## config.mk

```make
export PLATFORM = sky130hd
export DESIGN_NAME = mip_irq_logic
export DESIGN_NICKNAME = d
export VERILOG_FILES = /design/src/shared/mip_pkg.sv /design/src/logic/mip_irq_logic.sv
export SDC_FILE = /design/constraint.sdc
export NUM_CORES = 1
export LEC_CHECK = 0
export BUFFER_PORTS_ARGS = -buffer_cell sky130_fd_sc_hd__buf_2
export CORE_MARGIN = 4
export CORE_UTILIZATION = 48
export DETAILED_ROUTE_END_ITERATION = 8
export GPL_ROUTABILITY_DRIVEN = 0
export PLACE_DENSITY = 0.73
export SYNTH_ARGS = -nofsm -noshare
export SYNTH_HDL_FRONTEND = slang
export SYNTH_SLANG_ARGS = --single-unit
```

## constraint.sdc

```tcl
create_clock -name clock -period 2.9 [get_ports clock]
set_input_delay 0.145 -clock clock [delete_from_list [all_inputs] [get_ports clock]]
set_output_delay 0.145 -clock clock [all_outputs]
set_load 0.05 [all_outputs]
```

## src/shared/mip_pkg.sv

```systemverilog
// Constants and types shared by the interrupt source and priority logic
package mip_pkg;
    // Register byte addresses on the AHB-Lite slave
    localparam logic [7:0] ADDR_PRIO3 = 8'h00;
    localparam logic [7:0] ADDR_RCTL = 8'h04;
    localparam logic [7:0] ADDR_CTL1 = 8'h08;
    localparam logic [7:0] ADDR_CTL2 = 8'h0C;
    localparam logic [7:0] ADDR_CTL3 = 8'h10;
    localparam logic [7:0] ADDR_STACK = 8'h14;
    localparam logic [7:0] ADDR_FAST = 8'h18;

    // Field positions
    localparam int PWM_PRIO_BIT = 4;
    localparam int PRIO_LVL_BIT = 7;
    localparam int SBOR_BIT = 6;
    localparam int INSTR_BIT = 4;
    localparam int DOG_BIT = 3;
    localparam int SLEEP_BIT = 2;
    localparam int POR_BIT = 1;
    localparam int BROWN_BIT = 0;
    localparam int GLOBAL_BIT = 7;
    localparam int LOW_EN_BIT = 6;
    localparam int T0_EN_BIT = 5;
    localparam int X0_EN_BIT = 4;
    localparam int PC_EN_BIT = 3;
    localparam int T0_FLAG_BIT = 2;
    localparam int X0_FLAG_BIT = 1;
    localparam int PC_FLAG_BIT = 0;
    localparam int EDGE0_BIT = 6;
    localparam int EDGE1_BIT = 5;
    localparam int EDGE2_BIT = 4;
    localparam int EDGE3_BIT = 3;
    localparam int T0_PRIO_BIT = 2;
    localparam int X3_PRIO_BIT = 1;
    localparam int PC_PRIO_BIT = 0;
    localparam int X2_PRIO_BIT = 7;
    localparam int X1_PRIO_BIT = 6;
    localparam int X1_EN_BIT = 3;
    localparam int X1_FLAG_BIT = 0;

    // Values after reset
    localparam logic PWM_PRIO_RST = 1'b1;
    localparam logic PRIO_LVL_RST = 1'b0;
    localparam logic INSTR_RST = 1'b1;
    localparam logic DOG_RST = 1'b1;
    localparam logic SLEEP_RST = 1'b1;
    localparam logic BROWN_RST = 1'b0;
    localparam logic [7:0] CTL1_RST = 8'h00;
    localparam logic [7:0] CTL2_RST = 8'h7F;
    localparam logic [7:0] CTL3_RST = 8'hC0;

    // Return-address stack
    localparam int STACK_DEPTH = 4;
    localparam int PC_W = 21;

    typedef enum {BUS_IDLE, BUS_WRITE, BUS_READ_WAIT} mip_bus_t;
endpackage

```

## src/logic/mip_irq_logic.sv

```systemverilog
// Interrupt flags, priority arbitration, wake-up and context capture with AHB-Lite registers
//
// Overview of operation
// - Priority register 3 holds only bit 4, PWM time-base priority; rest read zero.
// - Control bit 7 enables two priority levels; zero means single level; resets zero.
// - Reset-cause flags at bits 4..0; time-out and power-down read-only; bit 5 zero.
// - Software brown-out enable resets to one when configured on, else zero.
// - Power-on status bit reset value depends on which kind of reset happened.
// - External pins are edge-triggered: select one means rising, zero means falling.
// - Selected edge sets the pin flag; request passes only while its enable is set.
// - External interrupt wakes from low power if enabled before low power began.
// - After wake, vector when global enable set, otherwise just resume.
// - External 1, 2, 3 priorities come from control 3 bits 6, 7 and control 2 bit 1.
// - External 0 has no priority bit and is always high priority.
// - Timer 0 flag sets on FFh to 00h, or FFFFh to 0000h in 16-bit mode.
// - Timer 0 request gated by control 1 bit 5; priority from control 2 bit 2.
// - Pin change flag on the four port pins; enable bit 3, priority control 2 bit 0.
// - Taking an interrupt pushes the return address onto the hardware stack.
// - Taking an interrupt copies working, status and bank select into fast stack.
// - Individual priority bits count only while priority levels are enabled.
module mip_irq_logic
    import mip_pkg::*;
(
    // Clock and reset
    input wire logic clock,
    input wire logic rst,
    // AHB-Lite slave
    input wire logic hsel,
    input wire logic [31:0] haddr,
    input wire logic [1:0] htrans,
    input wire logic hwrite,
    input wire logic [2:0] hsize,
    input wire logic [31:0] hwdata,
    input wire logic hready,
    output logic hreadyout,
    output logic hresp,
    output logic [31:0] hrdata,
    // Reset cause
    input wire logic powerOnRst,
    input wire logic brownoutCfgEn,
    input wire logic dogExpiryEvent,
    // Interrupt sources
    input wire logic [3:0] extPins,
    input wire logic [15:0] tmr0Value,
    input wire logic tmr0Wide,
    input wire logic pwmTbFlag,
    input wire logic pwmTbEn,
    // Core side
    input wire logic coreLowPower,
    input wire logic irqTake,
    input wire logic retPop,
    input wire logic [PC_W-1:0] retPc,
    input wire logic [7:0] workingIn,
    input wire logic [7:0] statusIn,
    input wire logic [7:0] bankSelIn,
    output logic irqHigh_r,
    output logic irqLow_r,
    output logic wakeReq_r,
    output logic wakeVector_r,
    output logic [PC_W-1:0] topPc_r,
    output logic [7:0] fastWorking_r,
    output logic [7:0] fastStatus_r,
    output logic [7:0] fastBank_r
);
    mip_bus_t busState_r;
    logic [7:0] busAddr_r;
    logic hreadyout_r;
    logic [31:0] hrdata_r;
    logic pwmPrio_r;
    logic prioLvl_r, sbor_r, instrFlag_r, dogFlag_r, sleepFlag_r, por_r, brownFlag_r;
    logic [7:0] ctl1_r, ctl2_r, ctl3_r;
    logic [7:0] ctl1_nxt, ctl2_nxt, ctl3_nxt;
    logic [3:0] extPrev_r;
    logic [15:0] tmr0Prev_r;
    logic lowPrev_r;
    logic [3:0] enSnap_r;
    logic [PC_W-1:0] stack_r [STACK_DEPTH];
    logic [2:0] stackPtr_r;
    logic addrPhase, wrCommit;
    logic [3:0] edgeSel, edgeHit, extFlags, extEns;
    logic changeHit, t0Roll;
    logic [6:0] pend, prio;
    logic reqHigh, reqLow;

    function automatic logic rolled(input logic [15:0] prev, input logic [15:0] cur,
                                    input logic wide);
        if (wide)
            rolled = (prev == 16'hFFFF) && (cur == 16'h0000);
        else
            rolled = (prev[7:0] == 8'hFF) && (cur[7:0] == 8'h00);
    endfunction

    function automatic logic [31:0] readMux(input logic [7:0] addr);
        case (addr)
            ADDR_PRIO3: readMux = {27'h0000000, pwmPrio_r, 4'h0};
            ADDR_RCTL: readMux = {24'h000000, prioLvl_r, sbor_r, 1'b0, instrFlag_r, dogFlag_r,
                                  sleepFlag_r, por_r, brownFlag_r};
            ADDR_CTL1: readMux = {24'h000000, ctl1_r};
            ADDR_CTL2: readMux = {24'h000000, 1'b0, ctl2_r[6:0]};
            ADDR_CTL3: readMux = {24'h000000, ctl3_r};
            ADDR_STACK: readMux = {11'h000, topPc_r};
            ADDR_FAST: readMux = {8'h00, fastBank_r, fastStatus_r, fastWorking_r};
            default: readMux = 32'h00000000;
        endcase
    endfunction

    assign hreadyout = hreadyout_r;
    assign hrdata = hrdata_r;
    assign hresp = 1'b0;
    assign addrPhase = hsel && htrans[1] && hready;
    assign wrCommit = (busState_r == BUS_WRITE);

    // Reads take one wait state so read data comes from a flop and any
    // write in the preceding data phase is already visible.
    always_ff @(posedge clock) begin
        if (rst) begin
            busState_r <= BUS_IDLE;
            busAddr_r <= 8'h00;
            hreadyout_r <= 1'b1;
            hrdata_r <= 32'h00000000;
        end else begin
            case (busState_r)
                BUS_READ_WAIT: begin
                    hrdata_r <= readMux(busAddr_r);
                    hreadyout_r <= 1'b1;
                    busState_r <= BUS_IDLE;
                end
                default: begin
                    if (addrPhase) begin
                        busAddr_r <= haddr[7:0];
                        busState_r <= hwrite ? BUS_WRITE : BUS_READ_WAIT;
                        hreadyout_r <= hwrite;
                    end else begin
                        busState_r <= BUS_IDLE;
                    end
                end
            endcase
        end
    end

    // Edge and change detection on the four pins
    always_comb begin
        edgeSel = {ctl2_r[EDGE3_BIT], ctl2_r[EDGE2_BIT], ctl2_r[EDGE1_BIT], ctl2_r[EDGE0_BIT]};
        edgeHit = (extPins & ~extPrev_r & edgeSel) | (~extPins & extPrev_r & ~edgeSel);
        changeHit = |(extPins ^ extPrev_r);
        t0Roll = rolled(tmr0Prev_r, tmr0Value, tmr0Wide);
    end

    // Hardware sets win over a software write in the same cycle
    always_comb begin
        ctl1_nxt = (wrCommit && busAddr_r == ADDR_CTL1) ? hwdata[7:0] : ctl1_r;
        ctl1_nxt[T0_FLAG_BIT] = ctl1_nxt[T0_FLAG_BIT] | t0Roll;
        ctl1_nxt[X0_FLAG_BIT] = ctl1_nxt[X0_FLAG_BIT] | edgeHit[0];
        ctl1_nxt[PC_FLAG_BIT] = ctl1_nxt[PC_FLAG_BIT] | changeHit;
        ctl2_nxt = (wrCommit && busAddr_r == ADDR_CTL2) ? {1'b0, hwdata[6:0]} : ctl2_r;
        ctl3_nxt = (wrCommit && busAddr_r == ADDR_CTL3) ? hwdata[7:0] : ctl3_r;
        ctl3_nxt[X1_FLAG_BIT+2:X1_FLAG_BIT] = ctl3_nxt[X1_FLAG_BIT+2:X1_FLAG_BIT]
                                              | edgeHit[3:1];
    end

    always_ff @(posedge clock) begin
        if (rst) begin
            ctl1_r <= CTL1_RST;
            ctl2_r <= CTL2_RST;
            ctl3_r <= CTL3_RST;
            extPrev_r <= extPins;
            tmr0Prev_r <= tmr0Value;
        end else begin
            ctl1_r <= ctl1_nxt;
            ctl2_r <= ctl2_nxt;
            ctl3_r <= ctl3_nxt;
            extPrev_r <= extPins;
            tmr0Prev_r <= tmr0Value;
        end
    end

    // Priority register 3 and reset control register
    always_ff @(posedge clock) begin
        if (rst) begin
            pwmPrio_r <= PWM_PRIO_RST;
            prioLvl_r <= PRIO_LVL_RST;
            sbor_r <= brownoutCfgEn;
            instrFlag_r <= INSTR_RST;
            dogFlag_r <= DOG_RST;
            sleepFlag_r <= SLEEP_RST;
            if (powerOnRst)
                por_r <= 1'b0;
            brownFlag_r <= BROWN_RST;
        end else begin
            if (wrCommit && busAddr_r == ADDR_PRIO3)
                pwmPrio_r <= hwdata[PWM_PRIO_BIT];
            if (wrCommit && busAddr_r == ADDR_RCTL) begin
                prioLvl_r <= hwdata[PRIO_LVL_BIT];
                sbor_r <= hwdata[SBOR_BIT];
                instrFlag_r <= hwdata[INSTR_BIT];
                por_r <= hwdata[POR_BIT];
                brownFlag_r <= hwdata[BROWN_BIT];
            end
            // Time-out and power-down are changed by hardware only
            if (dogExpiryEvent)
                dogFlag_r <= 1'b0;
            if (coreLowPower && !lowPrev_r)
                sleepFlag_r <= 1'b0;
        end
    end

    // Source vector: ext0, ext1, ext2, ext3, timer 0, pin change, PWM time base
    always_comb begin
        extFlags = {ctl3_r[X1_FLAG_BIT+2:X1_FLAG_BIT], ctl1_r[X0_FLAG_BIT]};
        extEns = {ctl3_r[X1_EN_BIT+2:X1_EN_BIT], ctl1_r[X0_EN_BIT]};
        pend = {pwmTbFlag & pwmTbEn,
                ctl1_r[PC_FLAG_BIT] & ctl1_r[PC_EN_BIT],
                ctl1_r[T0_FLAG_BIT] & ctl1_r[T0_EN_BIT],
                extFlags & extEns};
        prio = {pwmPrio_r, ctl2_r[PC_PRIO_BIT], ctl2_r[T0_PRIO_BIT],
                ctl2_r[X3_PRIO_BIT], ctl3_r[X2_PRIO_BIT], ctl3_r[X1_PRIO_BIT],
                1'b1};
        if (prioLvl_r) begin
            reqHigh = ctl1_r[GLOBAL_BIT] && |(pend & prio);
            reqLow = ctl1_r[GLOBAL_BIT] && ctl1_r[LOW_EN_BIT] && |(pend & ~prio);
        end else begin
            // Single level: priority bits ignored, time base also needs the low enable
            reqHigh = ctl1_r[GLOBAL_BIT]
                      && (|pend[5:0] || (ctl1_r[LOW_EN_BIT] && pend[6]));
            reqLow = 1'b0;
        end
    end

    // Requests and wake-up toward the core
    always_ff @(posedge clock) begin
        if (rst) begin
            irqHigh_r <= 1'b0;
            irqLow_r <= 1'b0;
            lowPrev_r <= 1'b0;
            enSnap_r <= 4'h0;
            wakeReq_r <= 1'b0;
            wakeVector_r <= 1'b0;
        end else begin
            irqHigh_r <= reqHigh;
            irqLow_r <= reqLow;
            lowPrev_r <= coreLowPower;
            // Enables written after entry do not arm the wake path
            if (coreLowPower && !lowPrev_r)
                enSnap_r <= extEns;
            wakeReq_r <= coreLowPower && lowPrev_r && |(extFlags & enSnap_r);
            wakeVector_r <= coreLowPower && lowPrev_r && |(extFlags & enSnap_r)
                            && ctl1_r[GLOBAL_BIT];
        end
    end

    // Context capture; a push when full is dropped, push beats pop
    always_ff @(posedge clock) begin
        if (rst) begin
            stackPtr_r <= 3'h0;
            topPc_r <= '0;
            fastWorking_r <= 8'h00;
            fastStatus_r <= 8'h00;
            fastBank_r <= 8'h00;
            for (int i = 0; i < STACK_DEPTH; i++)
                stack_r[i] <= '0;
        end else if (irqTake) begin
            fastWorking_r <= workingIn;
            fastStatus_r <= statusIn;
            fastBank_r <= bankSelIn;
            if (stackPtr_r < 3'(STACK_DEPTH)) begin
                stack_r[stackPtr_r[1:0]] <= retPc;
                stackPtr_r <= stackPtr_r + 3'h1;
                topPc_r <= retPc;
            end
        end else if (retPop && stackPtr_r != 3'h0) begin
            stackPtr_r <= stackPtr_r - 3'h1;
            topPc_r <= (stackPtr_r >= 3'h2) ? stack_r[2'(stackPtr_r - 3'h2)] : '0;
        end
    end
endmodule // mip_irq_logic

```

# Yosys cells after proc, flatten, opt, wreduce, memory -nomap -nowiden
# Memories as Yosys holds them, arrays and structs flattened.
# Cells that the tools add are included.
# W data, S select, Z words.
# word_totals
ram_bits,84
input_bits,148
mem_count,1
ff_bits,181
out_inout_bits,83
# op_classes
n_eq_ne,12
bitwise_logic,24
add_sub_neg,3
reduce_logical,39
muxes,27
magnitude_cmp,2
# memory_table
memory,words,word_bits,rd,rd_clocked_by_memory_dff,write_ports,line,text
stack_r,4,21,1,0,4,mip_irq_logic.sv:77,logic [PC_W-1:0] stack_r [STACK_DEPTH];
# ops
cell,count
$pmux W24 S7,1
$mux W21,5
$eq A32 B2 Y1 const B,2
$and A4 B4 Y4,6
$eq A8 B5 Y1 const B,3
$reduce_or A21 Y1,1
$logic_and A1 B1 Y1,19
$eq A16 B16 Y1 const B,1
$eq A8 B4 Y1 const B,2
$logic_not A16 Y1,1
$logic_not A8 Y1,2
$mux W3,5
$and A7 B7 Y7,2
$mux W1,14
$reduce_or A7 Y1,2
$not A4 Y4,3
$eq A8 B3 Y1 const B,1
$eq A8 B8 Y1 const B,1
$reduce_or A4 Y1,2
$not A7 Y7,1
$reduce_and A2 Y1,3
$reduce_or A6 Y1,1
$mux W2,2
$ne A2 B1 Y1 const B,2
17 further kinds,25

# Depth between registers and ports, before layout
# Gate-level depths: netlist of the first run.
# depth
ltp_word,7
mapped_depth,7
depth_no_buf,6

# Worst setup path after synthesis of the first run
# OpenSTA, ideal clock, no wires.
# synth_timing
path_kind,flip-flop to flip-flop
from,register stackPtr_r[0]
to,memory stack_r[0][0] (enable)
path_slack_ps,-75
setup_ps,428
arrival_ps,2546
t_required_ps,2472
stages_incl_launch_ff,6
path_cell_list,dfxtp_1 -> buf_6 -> buf_6 -> or2_2 -> clkbuf_1 -> o21ai_0
# synth_rtl
element,line,text
from (decl),mip_irq_logic.sv:78,logic [2:0] stackPtr_r;
from (signal assigned),mip_irq_logic.sv:267,stackPtr_r <= stackPtr_r + 3'h1;
from (signal assigned),mip_irq_logic.sv:271,stackPtr_r <= stackPtr_r - 3'h1;
to (decl),mip_irq_logic.sv:77,

# Final worst setup path of the first run
# layout_timing
from,register stackPtr_r[1]
to,register topPc_r[9]
# layout_via
elab_chain_cells,5
word_cells_on_any_way,12
cone_classes,add/sub (1); order compare (2); eq/ne (1); mux (3); reduce/logical (4); memory (1)
# layout_rtl
element,line,text
$sub A2 B2 Y2,mip_irq_logic.sv:272,topPc_r <= (stackPtr_r >= 3'h2) ? stack_r[2'(stackPtr_r - 3'h2)] : '0;
$mem_v2 Z4 W21,-,
$mux W21,mip_irq_logic.sv:272,
$mux W21,mip_irq_logic.sv:270,end else if (retPop && stackPtr_r != 3'h0) begin
$mux W21,mip_irq_logic.sv:261,end else if (irqTake) begin
to (signal assigned),mip_irq_logic.sv:268,topPc_r <= retPc;
to (signal assigned),mip_irq_logic.sv:272,
to (decl),mip_irq_logic.sv:60,"output logic [PC_W-1:0] topPc_r,"
# Parallel ways exist; a longest one is shown, timed or not. The select of a mux whose other input is x is not followed.
# A chain may end at the register's enable or synchronous reset.

==> results of run 1 <==
==> synthesized netlist by cell type (5+ instances only) <==
| cell | count | area share [%] |
|---|---|---|
| o21ai_0 | 20 | 1.0 |
| nand2_1 | 89 | 3.5 |
| a221oi_1 | 23 | 2.1 |
| inv_1 | 41 | 1.6 |
| a21oi_1 | 28 | 1.5 |
| a22oi_1 | 17 | 1.3 |
| nand3_1 | 19 | 0.99 |
| mux2i_1 | 50 | 5.2 |
| dfxtp_1 | 141 | 29 |
| nor2b_1 | 7 | 0.46 |
| clkbuf_1 | 31 | 1.2 |
| o21ai_1 | 6 | 0.31 |
| ha_1 | 9 | 1.2 |
| and2_1 | 24 | 1.6 |
| mux4_1 | 13 | 3.6 |
| buf_2 | 15 | 0.78 |
| nand4_1 | 10 | 0.65 |
| a31oi_1 | 5 | 0.33 |
| edfxtp_1 | 86 | 27 |
| nor2_1 | 110 | 4.3 |
| buf_4 | 11 | 0.86 |
| nor3_1 | 26 | 1.4 |
| mux2_2 | 9 | 1.1 |
| mux4_2 | 8 | 1.9 |
| buf_6 | 5 | 0.59 |
==> worst max-delay path: cells and delay by family (launching register included) <==
family,cells,cell delay [ns]
flip-flops,1,0.79
AO/OA/AOI/OAI,2,0.70
multiplexers,1,0.51
AND/OR/NAND/NOR,1,0.11
==> metal layers <==
layer,wire length (µm),vias to the layer above
met5,0,-
met4,730,0
met2,12500,315
met1,10800,3636
met3,2130,48
li1,-,3606
==> layout by cell type, fill, tap and decap left out, drive strengths merged, types with 4 or more instances in the layout <==
master	count
buf	190
dfxtp	141
nor2	110
nand2	90
edfxtp	86
dlygate4sd3	83
mux2i	50
inv	41
clkbuf	31
a21oi	28
nor3	27
o21ai	26
and2	25
a221oi	23
mux4	21
nand3	19
a22oi	17
nand4	10
mux2	9
ha	9
conb	9
clkinv	8
nor2b	7
nor4b	6
a31oi	5
o211ai	4
a22o	4
a32oi	4
and3	4
==> timing repair <==
| item | CTS | global route |
|---|---|---|
| buffers inserted | 0 | 0 |
| hold endpoints to repair | 109 | 0 |
| hold buffers | 83 | 0 |
==> state kept, by name (all words and copies together), names as in the netlist, 2 cells and up <==
register and flops:
busAddr_r 8, enSnap_r 4, fastStatus_r 8, tmr0Prev_r 16, hrdata 24, ctl1_r 8, extPrev_r 4, ctl3_r 8
stack_r 84, topPc_r 21, ctl2_r 7, stackPtr_r 3, busState_r 2, fastWorking_r 8, fastBank_r 8
==> where the power goes <==
part           switching (mW)  internal (mW)  leakage, nW
clock network            1.19           1.64        0.351
logic                    1.51          0.800         2.88
registers               0.252           3.74         2.05
==> kinds of logic after synthesis <==
family	Yosys count	synth area share, %
flip-flops	227	56.2
multiplexers	80	11.7
adder cells (fa/ha/maj)	10	1.38
other	1	0.0390
AO/OA/AOI/OAI	134	9.64
AND/OR/NAND/NOR	314	15.6
buffers and inverters	106	5.27
XOR/XNOR	2	0.182
==> cell type report <==
class / count / area, µm² / share of cell area [%]
inverters: 41 / 154 / 1.26
clock buffers: 31 / 646 / 5.29
multi-input cells: 549 / 3750 / 30.8
clock inverters: 10 / 75.1 / 0.615
repair buffers: 273 / 1840 / 15.1
well taps: 265 / 332 / 2.72
flip-flops and latches: 227 / 5410 / 44.3
==> path summary, 6_finish.rpt <==
path	to	slack, ns
worst min-delay path	sbor_r	0.007
worst max-delay path	topPc_r[9]	0.65
worst max register to register	topPc_r[9]	0.65
worst min register to register	wakeReq_r	0.45
==> stage by stage <==
| stage | instances | total power [mW] | util (%) |
|---|---|---|---|
| after global routing | 1396 | 9.52 | 62.3 |
| final | 1396 | 9.13 | 62.3 |
| after global placement | 1272 | 6.21 | 54.4 |
| after detailed placement | 1272 | 6.27 | 54.4 |
| after CTS | 1396 | 9.17 | 62.3 |
| after floorplan | 882 | 5.60 | - |
==> flow_summary.toml, run 1 <==
[cts]
ctsRootBufferMaster = "clkbuf_16"
cts_max_level = 1
clock_sink_count = 227
cts_tree = "yes"
ctsResizeCount = 0
clk_pin_slew_ns = 0.06
clk_latency_ns = 0.50
clockBufferDepth = 3
cts_made_buffers = 23

[timing]
hold_violations = 0
holdWs_ns = 0.00654
slew_violations = 0
clock_skew_ns = 0.00892
slew_headroom_pct = 47.4
layout_min_cycle_time_ns = 2.25
max_freq_mhz = 444
rsz0062_at_grt = "no"
fin_ws_ns = 0.650
period_share_pct = 77.6
setup_viol = 0
tns_ns = 0
worst-slew-pin-transition_ns = 0.785

[grt]
track_usage_pct = 23.0
use_met3_pct = 3.66
grt_pass1_vias = 7614
met2_usage_pct = 38.1
antenna_found_initial = 0
met1_usage_pct = 31.0
grt_pass1_wl_um = 40900
grt_most_used_layer = "met2"
grt_max_degree = 38
grt-ovfl-total = 0

[placed_design]
place.detailed.hpwl_um = 17500
pre_cts_ws_ns = 0.687
portBuffers = 169
postPlaceCellArea_um2 = 10700

[final_layout]
antenna_cells = 0
area_growth_pct = 26.9
drive_gt1_share_pct = 22.5
fillers = 1578
final_nets = 1273
stdcell_area_um2 = 12200

[synth]
synth-edff-count = 86
synthCells = 874
netlist_area_um2 = 9620
async_flop_share_pct = 0
yosysUniqueCellTypes = 65
synth-seq-cells = 227
avgSynthCellArea_um2 = 11.0
yosysSeqAreaShare_pct = 56.2
ys.warnings.count = 0
ys.flop_type = "dfxtp_1"

[route]
drtIter0Drc = 579
ant_nets = 0
drtPass1Iterations = 6
drc = 0
via_per_inst = 5.45
routed_wl_um = 26100
wl_per_cell_um = 18.7
vias = 7605

[floorplanning]
die_x_um = 150
die_h_um = 150
coreArea_um2 = 19600
io_pins = 231
rows = 51
dieArea_um2 = 22400
initial_core_util_pct = 49.1

[setup_path]
start_kind = "flop"
crit_chain = "o31ai_1 -> mux2_2 -> a221oi_1 -> nor3_1"
slowest_stage = "dfxtp_1"
critPathArrivalTime_ns = 2.61
end_kind = "flop"
critPathKind = "reg2reg"
r2r_cells = 4
startpoint = "stackPtr_r[1]"
cpPeakStageDelay_ns = 0.79
cp.required_ns = 3.26
r2r-start = "stackPtr_r[1]"
path_max_fanout = 22

[power_and_ir_drop]
p_per_area_nw_per_um2 = 748
vdd_drop_max_v = 0.000368
p_leak_nw = 5.28

[run]
drv_cap = 0

[hold_path]
min-delay-start = "brownoutCfgEn"
hold_class = "in2reg"
hold_depth = 3

[run_status]
status = "finished clean"
Power figures use the tool's default switching activity.
==> run 2: changes to the inputs <==
- PLACE_DENSITY: 0.73 -> 0.7
- clock period: 2.9 -> 2.15 ns (I/O delays scaled with it)
==> run 2 against run 1 <==
  * Combinational power is 42% higher
  * Global-route usage is 0.82 points higher
  * Cell count is 2.1% higher
  * Power is 38% higher
  * Sequential power is 34% higher
  * Wire length is 3.3% higher
  * Critical path type unchanged
  * Critical endpoint is now topPc_r[11]
  * Largest cell class unchanged
==> flow_summary.toml, run 2 (same netlist as run 1, synthesis figures left out) <==
[route]
top_layer = "met5"
drtPass1Iterations = 7
wl_met3_um = 2040
met2_length_um = 13000
ant_nets = 0
wl_per_cell_um = 18.9
vias = 7796
drtIter0Drc = 606
drc = 0
drt-met1-wl_um = 11200
via_per_inst = 5.47
routed_wl_um = 27000

[final_layout]
largest_reg_flops = 84
drive_gt1_share_pct = 24.1
layout_commonest_cell = "buf_2"
final_nets = 1301
fillers = 1535
antenna_cells = 0
top_register = "stack_r"
most-common-layout-cells = "buf_2, dfxtp_1, nor2_1"
area_growth_pct = 30.0

[cts]
clk_pin_slew_ns = 0.06
clockBufferDepth = 3
clk_latency_ns = 0.51
cts_max_level = 1
ctsRootBufferMaster = "clkbuf_16"
cts_made_buffers = 24
clock_sink_count = 227
cts_tree = "yes"

[setup_path]
slowest_stage = "mux2_2"
crit_family = "multiplexers"
end_kind = "flop"
path_max_fanout = 29
crit_buf_inv = 1
cpPeakStageDelay_ns = 0.58
crit_chain = "buf_12 -> o31ai_1 -> mux2_2 -> a221oi_1 -> nor3_1"
cp.required_ns = 2.58
critPathArrivalTime_ns = 2.33
start_kind = "flop"
critPathKind = "reg2reg"

[floorplanning]
initial_core_util_pct = 49.1
coreArea_um2 = 19600
dieArea_um2 = 22400
die_x_um = 150
io_pins = 231
die_h_um = 150
rows = 51

[placed_design]
pre_cts_ws_ns = 0.140
portBuffers = 169
place.detailed.hpwl_um = 17800

[timing]
slew_violations = 0
max_freq_mhz = 526
slew_headroom_pct = 51.2
layout_min_cycle_time_ns = 1.90
tns_ns = 0
worst-slew-pin-transition_ns = 0.732
clock_skew_ns = 0.0132
hold_violations = 0
period_share_pct = 88.4
rsz0062_at_grt = "no"
setup_viol = 0
fin_ws_ns = 0.250

[grt]
grt_pass1_wl_um = 42300
antenna_found_initial = 1
grt_pass1_vias = 7705
track_usage_pct = 23.8
grt-ovfl-total = 0
grt_max_degree = 53

[power_and_ir_drop]
vdd_drop_max_v = 0.000752
p_leak_nw = 5.45
power_mw = 12.6
p_per_area_nw_per_um2 = 1010

[run_status]
status = "finished clean"

[run]
drv_cap = 0

[hold_path]
hold_class = "in2reg"
[run 2: cell types whose count changed in the layout (fill, tap and decap cells not counted), sizes merged]
cell	before	now
dlygate4sd3	83	90
bufinv	1	0
clkinvlp	1	0
buf	190	210
clkbuf	31	36
[run 2: where the power goes]
part | internal, mW | leakage, nW | total [mW] | switching (mW)
combinational | 1.18 | 3.02 | 3.27 | 2.09
clock | 2.36 | 0.382 | 3.97 | 1.62
sequential | 5.04 | 2.05 | 5.35 | 0.308
total | 8.58 | 5.45 | 12.6 | 4.01
[run 2: cell type report]
class / instances / area (µm²) / area share [%]
sequential: 227 / 5410 / 43.2
clock inverter: 8 / 33.8 / 0.270
inverter: 41 / 154 / 1.23
multi-input combinational: 549 / 3770 / 30.1
tap: 265 / 332 / 2.65
clock buffer: 36 / 738 / 5.91
timing repair buffer: 300 / 2070 / 16.6
[run 2: per-stage QoR]
stage                     hold slack, ns  utilization, %  cell area, µm²  std cells
after detailed placement           0.224            55.1           10800       1290
final                             0.0492            63.8           12500       1426
after global routing              0.0877            63.8           12500       1426
after global placement             0.221            55.1           10800       1290
after CTS                         0.0426            63.7           12500       1425
after floorplan                    0.135               -            9660        882
[run 2: worst min-delay path: stages]
cell     delay (ns)
buf_2          0.10
o41ai_2        0.07
nand4_1        0.13
a31oi_1        0.09
[run 2: path summary, 6_finish.rpt]
path	end	depth (start not counted)	slack [ns]	start
min reg2reg	hrdata[18]	2	0.44	hrdata[18]
max reg2reg	topPc_r[11]	5	0.25	stackPtr_r[0]
max	topPc_r[11]	5	0.25	stackPtr_r[0]
min	ctl1_r[2]	4	0.05	tmr0Wide
[run 2: per-layer routing]
| layer | global-route usage, % | up-vias |
|---|---|---|
| li1 | - | 3671 |
| met5 | 0 | - |
| met3 | 3.69 | 54 |
| met1 | 32.5 | 3736 |
| met4 | 7.00 | 2 |
| met2 | 39.4 | 333 |
[run 2: timing repair]
item                                    in CTS  in global routing
setup buffers                                0                  2
hold endpoints to repair                   162                  0
hold buffers                                91                  0
endpoints found under the setup margin       0                  3
gates resized for setup                      0                  3
==> run 3: changes to the inputs <==
- CORE_UTILIZATION: 48 -> 54
- PLACE_DENSITY: 0.7 -> 0.77
==> run 3 against run 2 <==
  * Clock-buffer cell count increased by 5
  * Clock skew about the same
  * Non-clock buffer count down 7
  * Combinational power about the same
  * Cell count fell by 3.2%
  * Maximum frequency down 4.2%
  * Core utilization is 7.2 points higher
  * Sequential power is essentially flat
  * Largest cell class unchanged
  * Sequential share of layout area up 0.61 points
  * Largest power group unchanged
  * Hold slack worse by 0.034 ns
==> flow_summary.toml, run 3 (same netlist as run 1, synthesis figures left out) <==
[cts]
ctsRootBufferMaster = "clkbuf_16"
cts_max_level = 1
clock_sink_count = 227
postCtsSetupBuffers = 0
clockBufferDepth = 3
cts_tree = "yes"
cts_made_buffers = 24
clk_pin_slew_ns = 0.06
clk_latency_ns = 0.51

[route]
drc = 0
drtPass1Iterations = 8
wl_met3_um = 2310
vias = 7930
drt-met1-wl_um = 10700
drtIter0Drc = 837
top_layer = "met5"
wl_per_cell_um = 19.6
met2_length_um = 13000
via_per_inst = 5.75
ant_nets = 0
routed_wl_um = 27100

[setup_path]
slowest_stage = "a221oi_1"
crit_buf_inv = 1
critPathArrivalTime_ns = 2.36
end_kind = "flop"
cp.required_ns = 2.52
path_max_fanout = 29
start_kind = "flop"
cpPeakStageDelay_ns = 0.53
crit_family = "compound AO/OA/AOI/OAI gates"
critPathKind = "reg2reg"
crit_chain = "buf_12 -> o31ai_1 -> mux2_2 -> a221oi_1 -> nor3_1"

[floorplanning]
coreArea_um2 = 17400
die_x_um = 141
die_h_um = 141
initial_core_util_pct = 55.4
io_pins = 231
rows = 48
dieArea_um2 = 20000

[final_layout]
top_register = "stack_r"
layout_commonest_cell = "buf_2"
fillers = 1236
drive_gt1_share_pct = 23.3
final_nets = 1294
most-common-layout-cells = "buf_2, dfxtp_1, nor2_1"
area_growth_pct = 28.2
utilization_pct = 71.0
largest_reg_flops = 84

[timing]
layout_min_cycle_time_ns = 1.98
rsz0062_at_grt = "no"
period_share_pct = 92.2
hold_violations = 0
max_freq_mhz = 504
slew_violations = 0
fin_ws_ns = 0.167
setup_viol = 0
tns_ns = 0
slew_headroom_pct = 51.1
clock_skew_ns = 0.0131
holdWs_ns = 0.0156
worst-slew-pin-transition_ns = 0.734

[power_and_ir_drop]
p_leak_nw = 5.38
p_per_area_nw_per_um2 = 1010
vdd_drop_max_v = 0.000876

[grt]
grt_pass1_wl_um = 42800
grt-ovfl-total = 0
grt_pass1_vias = 7974
grt_max_degree = 48
track_usage_pct = 26.7
antenna_found_initial = 2

[run_status]
status = "finished clean"

[run]
drv_cap = 0

[placed_design]
portBuffers = 169
pre_cts_ws_ns = 0.197
place.detailed.hpwl_um = 17700

[hold_path]
hold_class = "in2reg"
==> run 3: routing by layer <==
metal / vias up / GRT usage [%]
li1: 3657 / -
met3: 91 / 4.38
met2: 396 / 44.7
met1: 3784 / 35.1
met4: 2 / 10.1
met5: - / 0
==> run 3: repair_timing <==
item,4_1_cts,5_1_grt
resized for setup,0,1
hold endpoints to repair,146,0
hold buffers,87,0
setup endpoints to repair,0,1
==> run 3: cell type report <==
type / count / area (µm²) / share of cell area (%)
flip-flops and latches: 227 / 5410 / 43.8
diodes: 1 / 2.50 / 0.0203
inverters: 41 / 154 / 1.25
repair buffers: 293 / 2010 / 16.3
clock inverters: 3 / 22.5 / 0.183
clock buffers: 41 / 696 / 5.64
multi-input cells: 549 / 3760 / 30.5
well taps: 225 / 282 / 2.28
==> run 3: final timing paths <==
check	from	end	slack, ns	depth (start not counted)
setup / recovery	stackPtr_r[0]	topPc_r[9]	0.17	5
hold / removal	retPc[20]	stack_r[3][20]	0.02	3
setup reg to reg	stackPtr_r[0]	topPc_r[9]	0.17	5
hold reg to reg	hrdata[17]	hrdata[17]	0.45	2
==> run 3: where the power goes <==
| group | leakage [nW] | internal (mW) | total [mW] | switching (mW) |
|---|---|---|---|---|
| sequential | 2.05 | 5.04 | 5.36 | 0.316 |
| combinational | 2.98 | 1.19 | 3.30 | 2.11 |
| clock | 0.345 | 2.19 | 3.78 | 1.59 |
==> run 3: stage by stage <==
step / total power [mW] / cells / instance area (µm²)
after floorplan: 7.55 / 882 / 9660
after global placement: 8.50 / 1248 / 10700
after detailed placement: 8.58 / 1248 / 10700
after CTS: 12.5 / 1379 / 12300
after global routing: 13.0 / 1380 / 12300
final: 12.4 / 1380 / 12300
==> run 3: tightest hold or removal path: cells and delay by family <==
family	cells	cell delay (ns)
simple gates	1	0.11
buf+inv	2	0.19
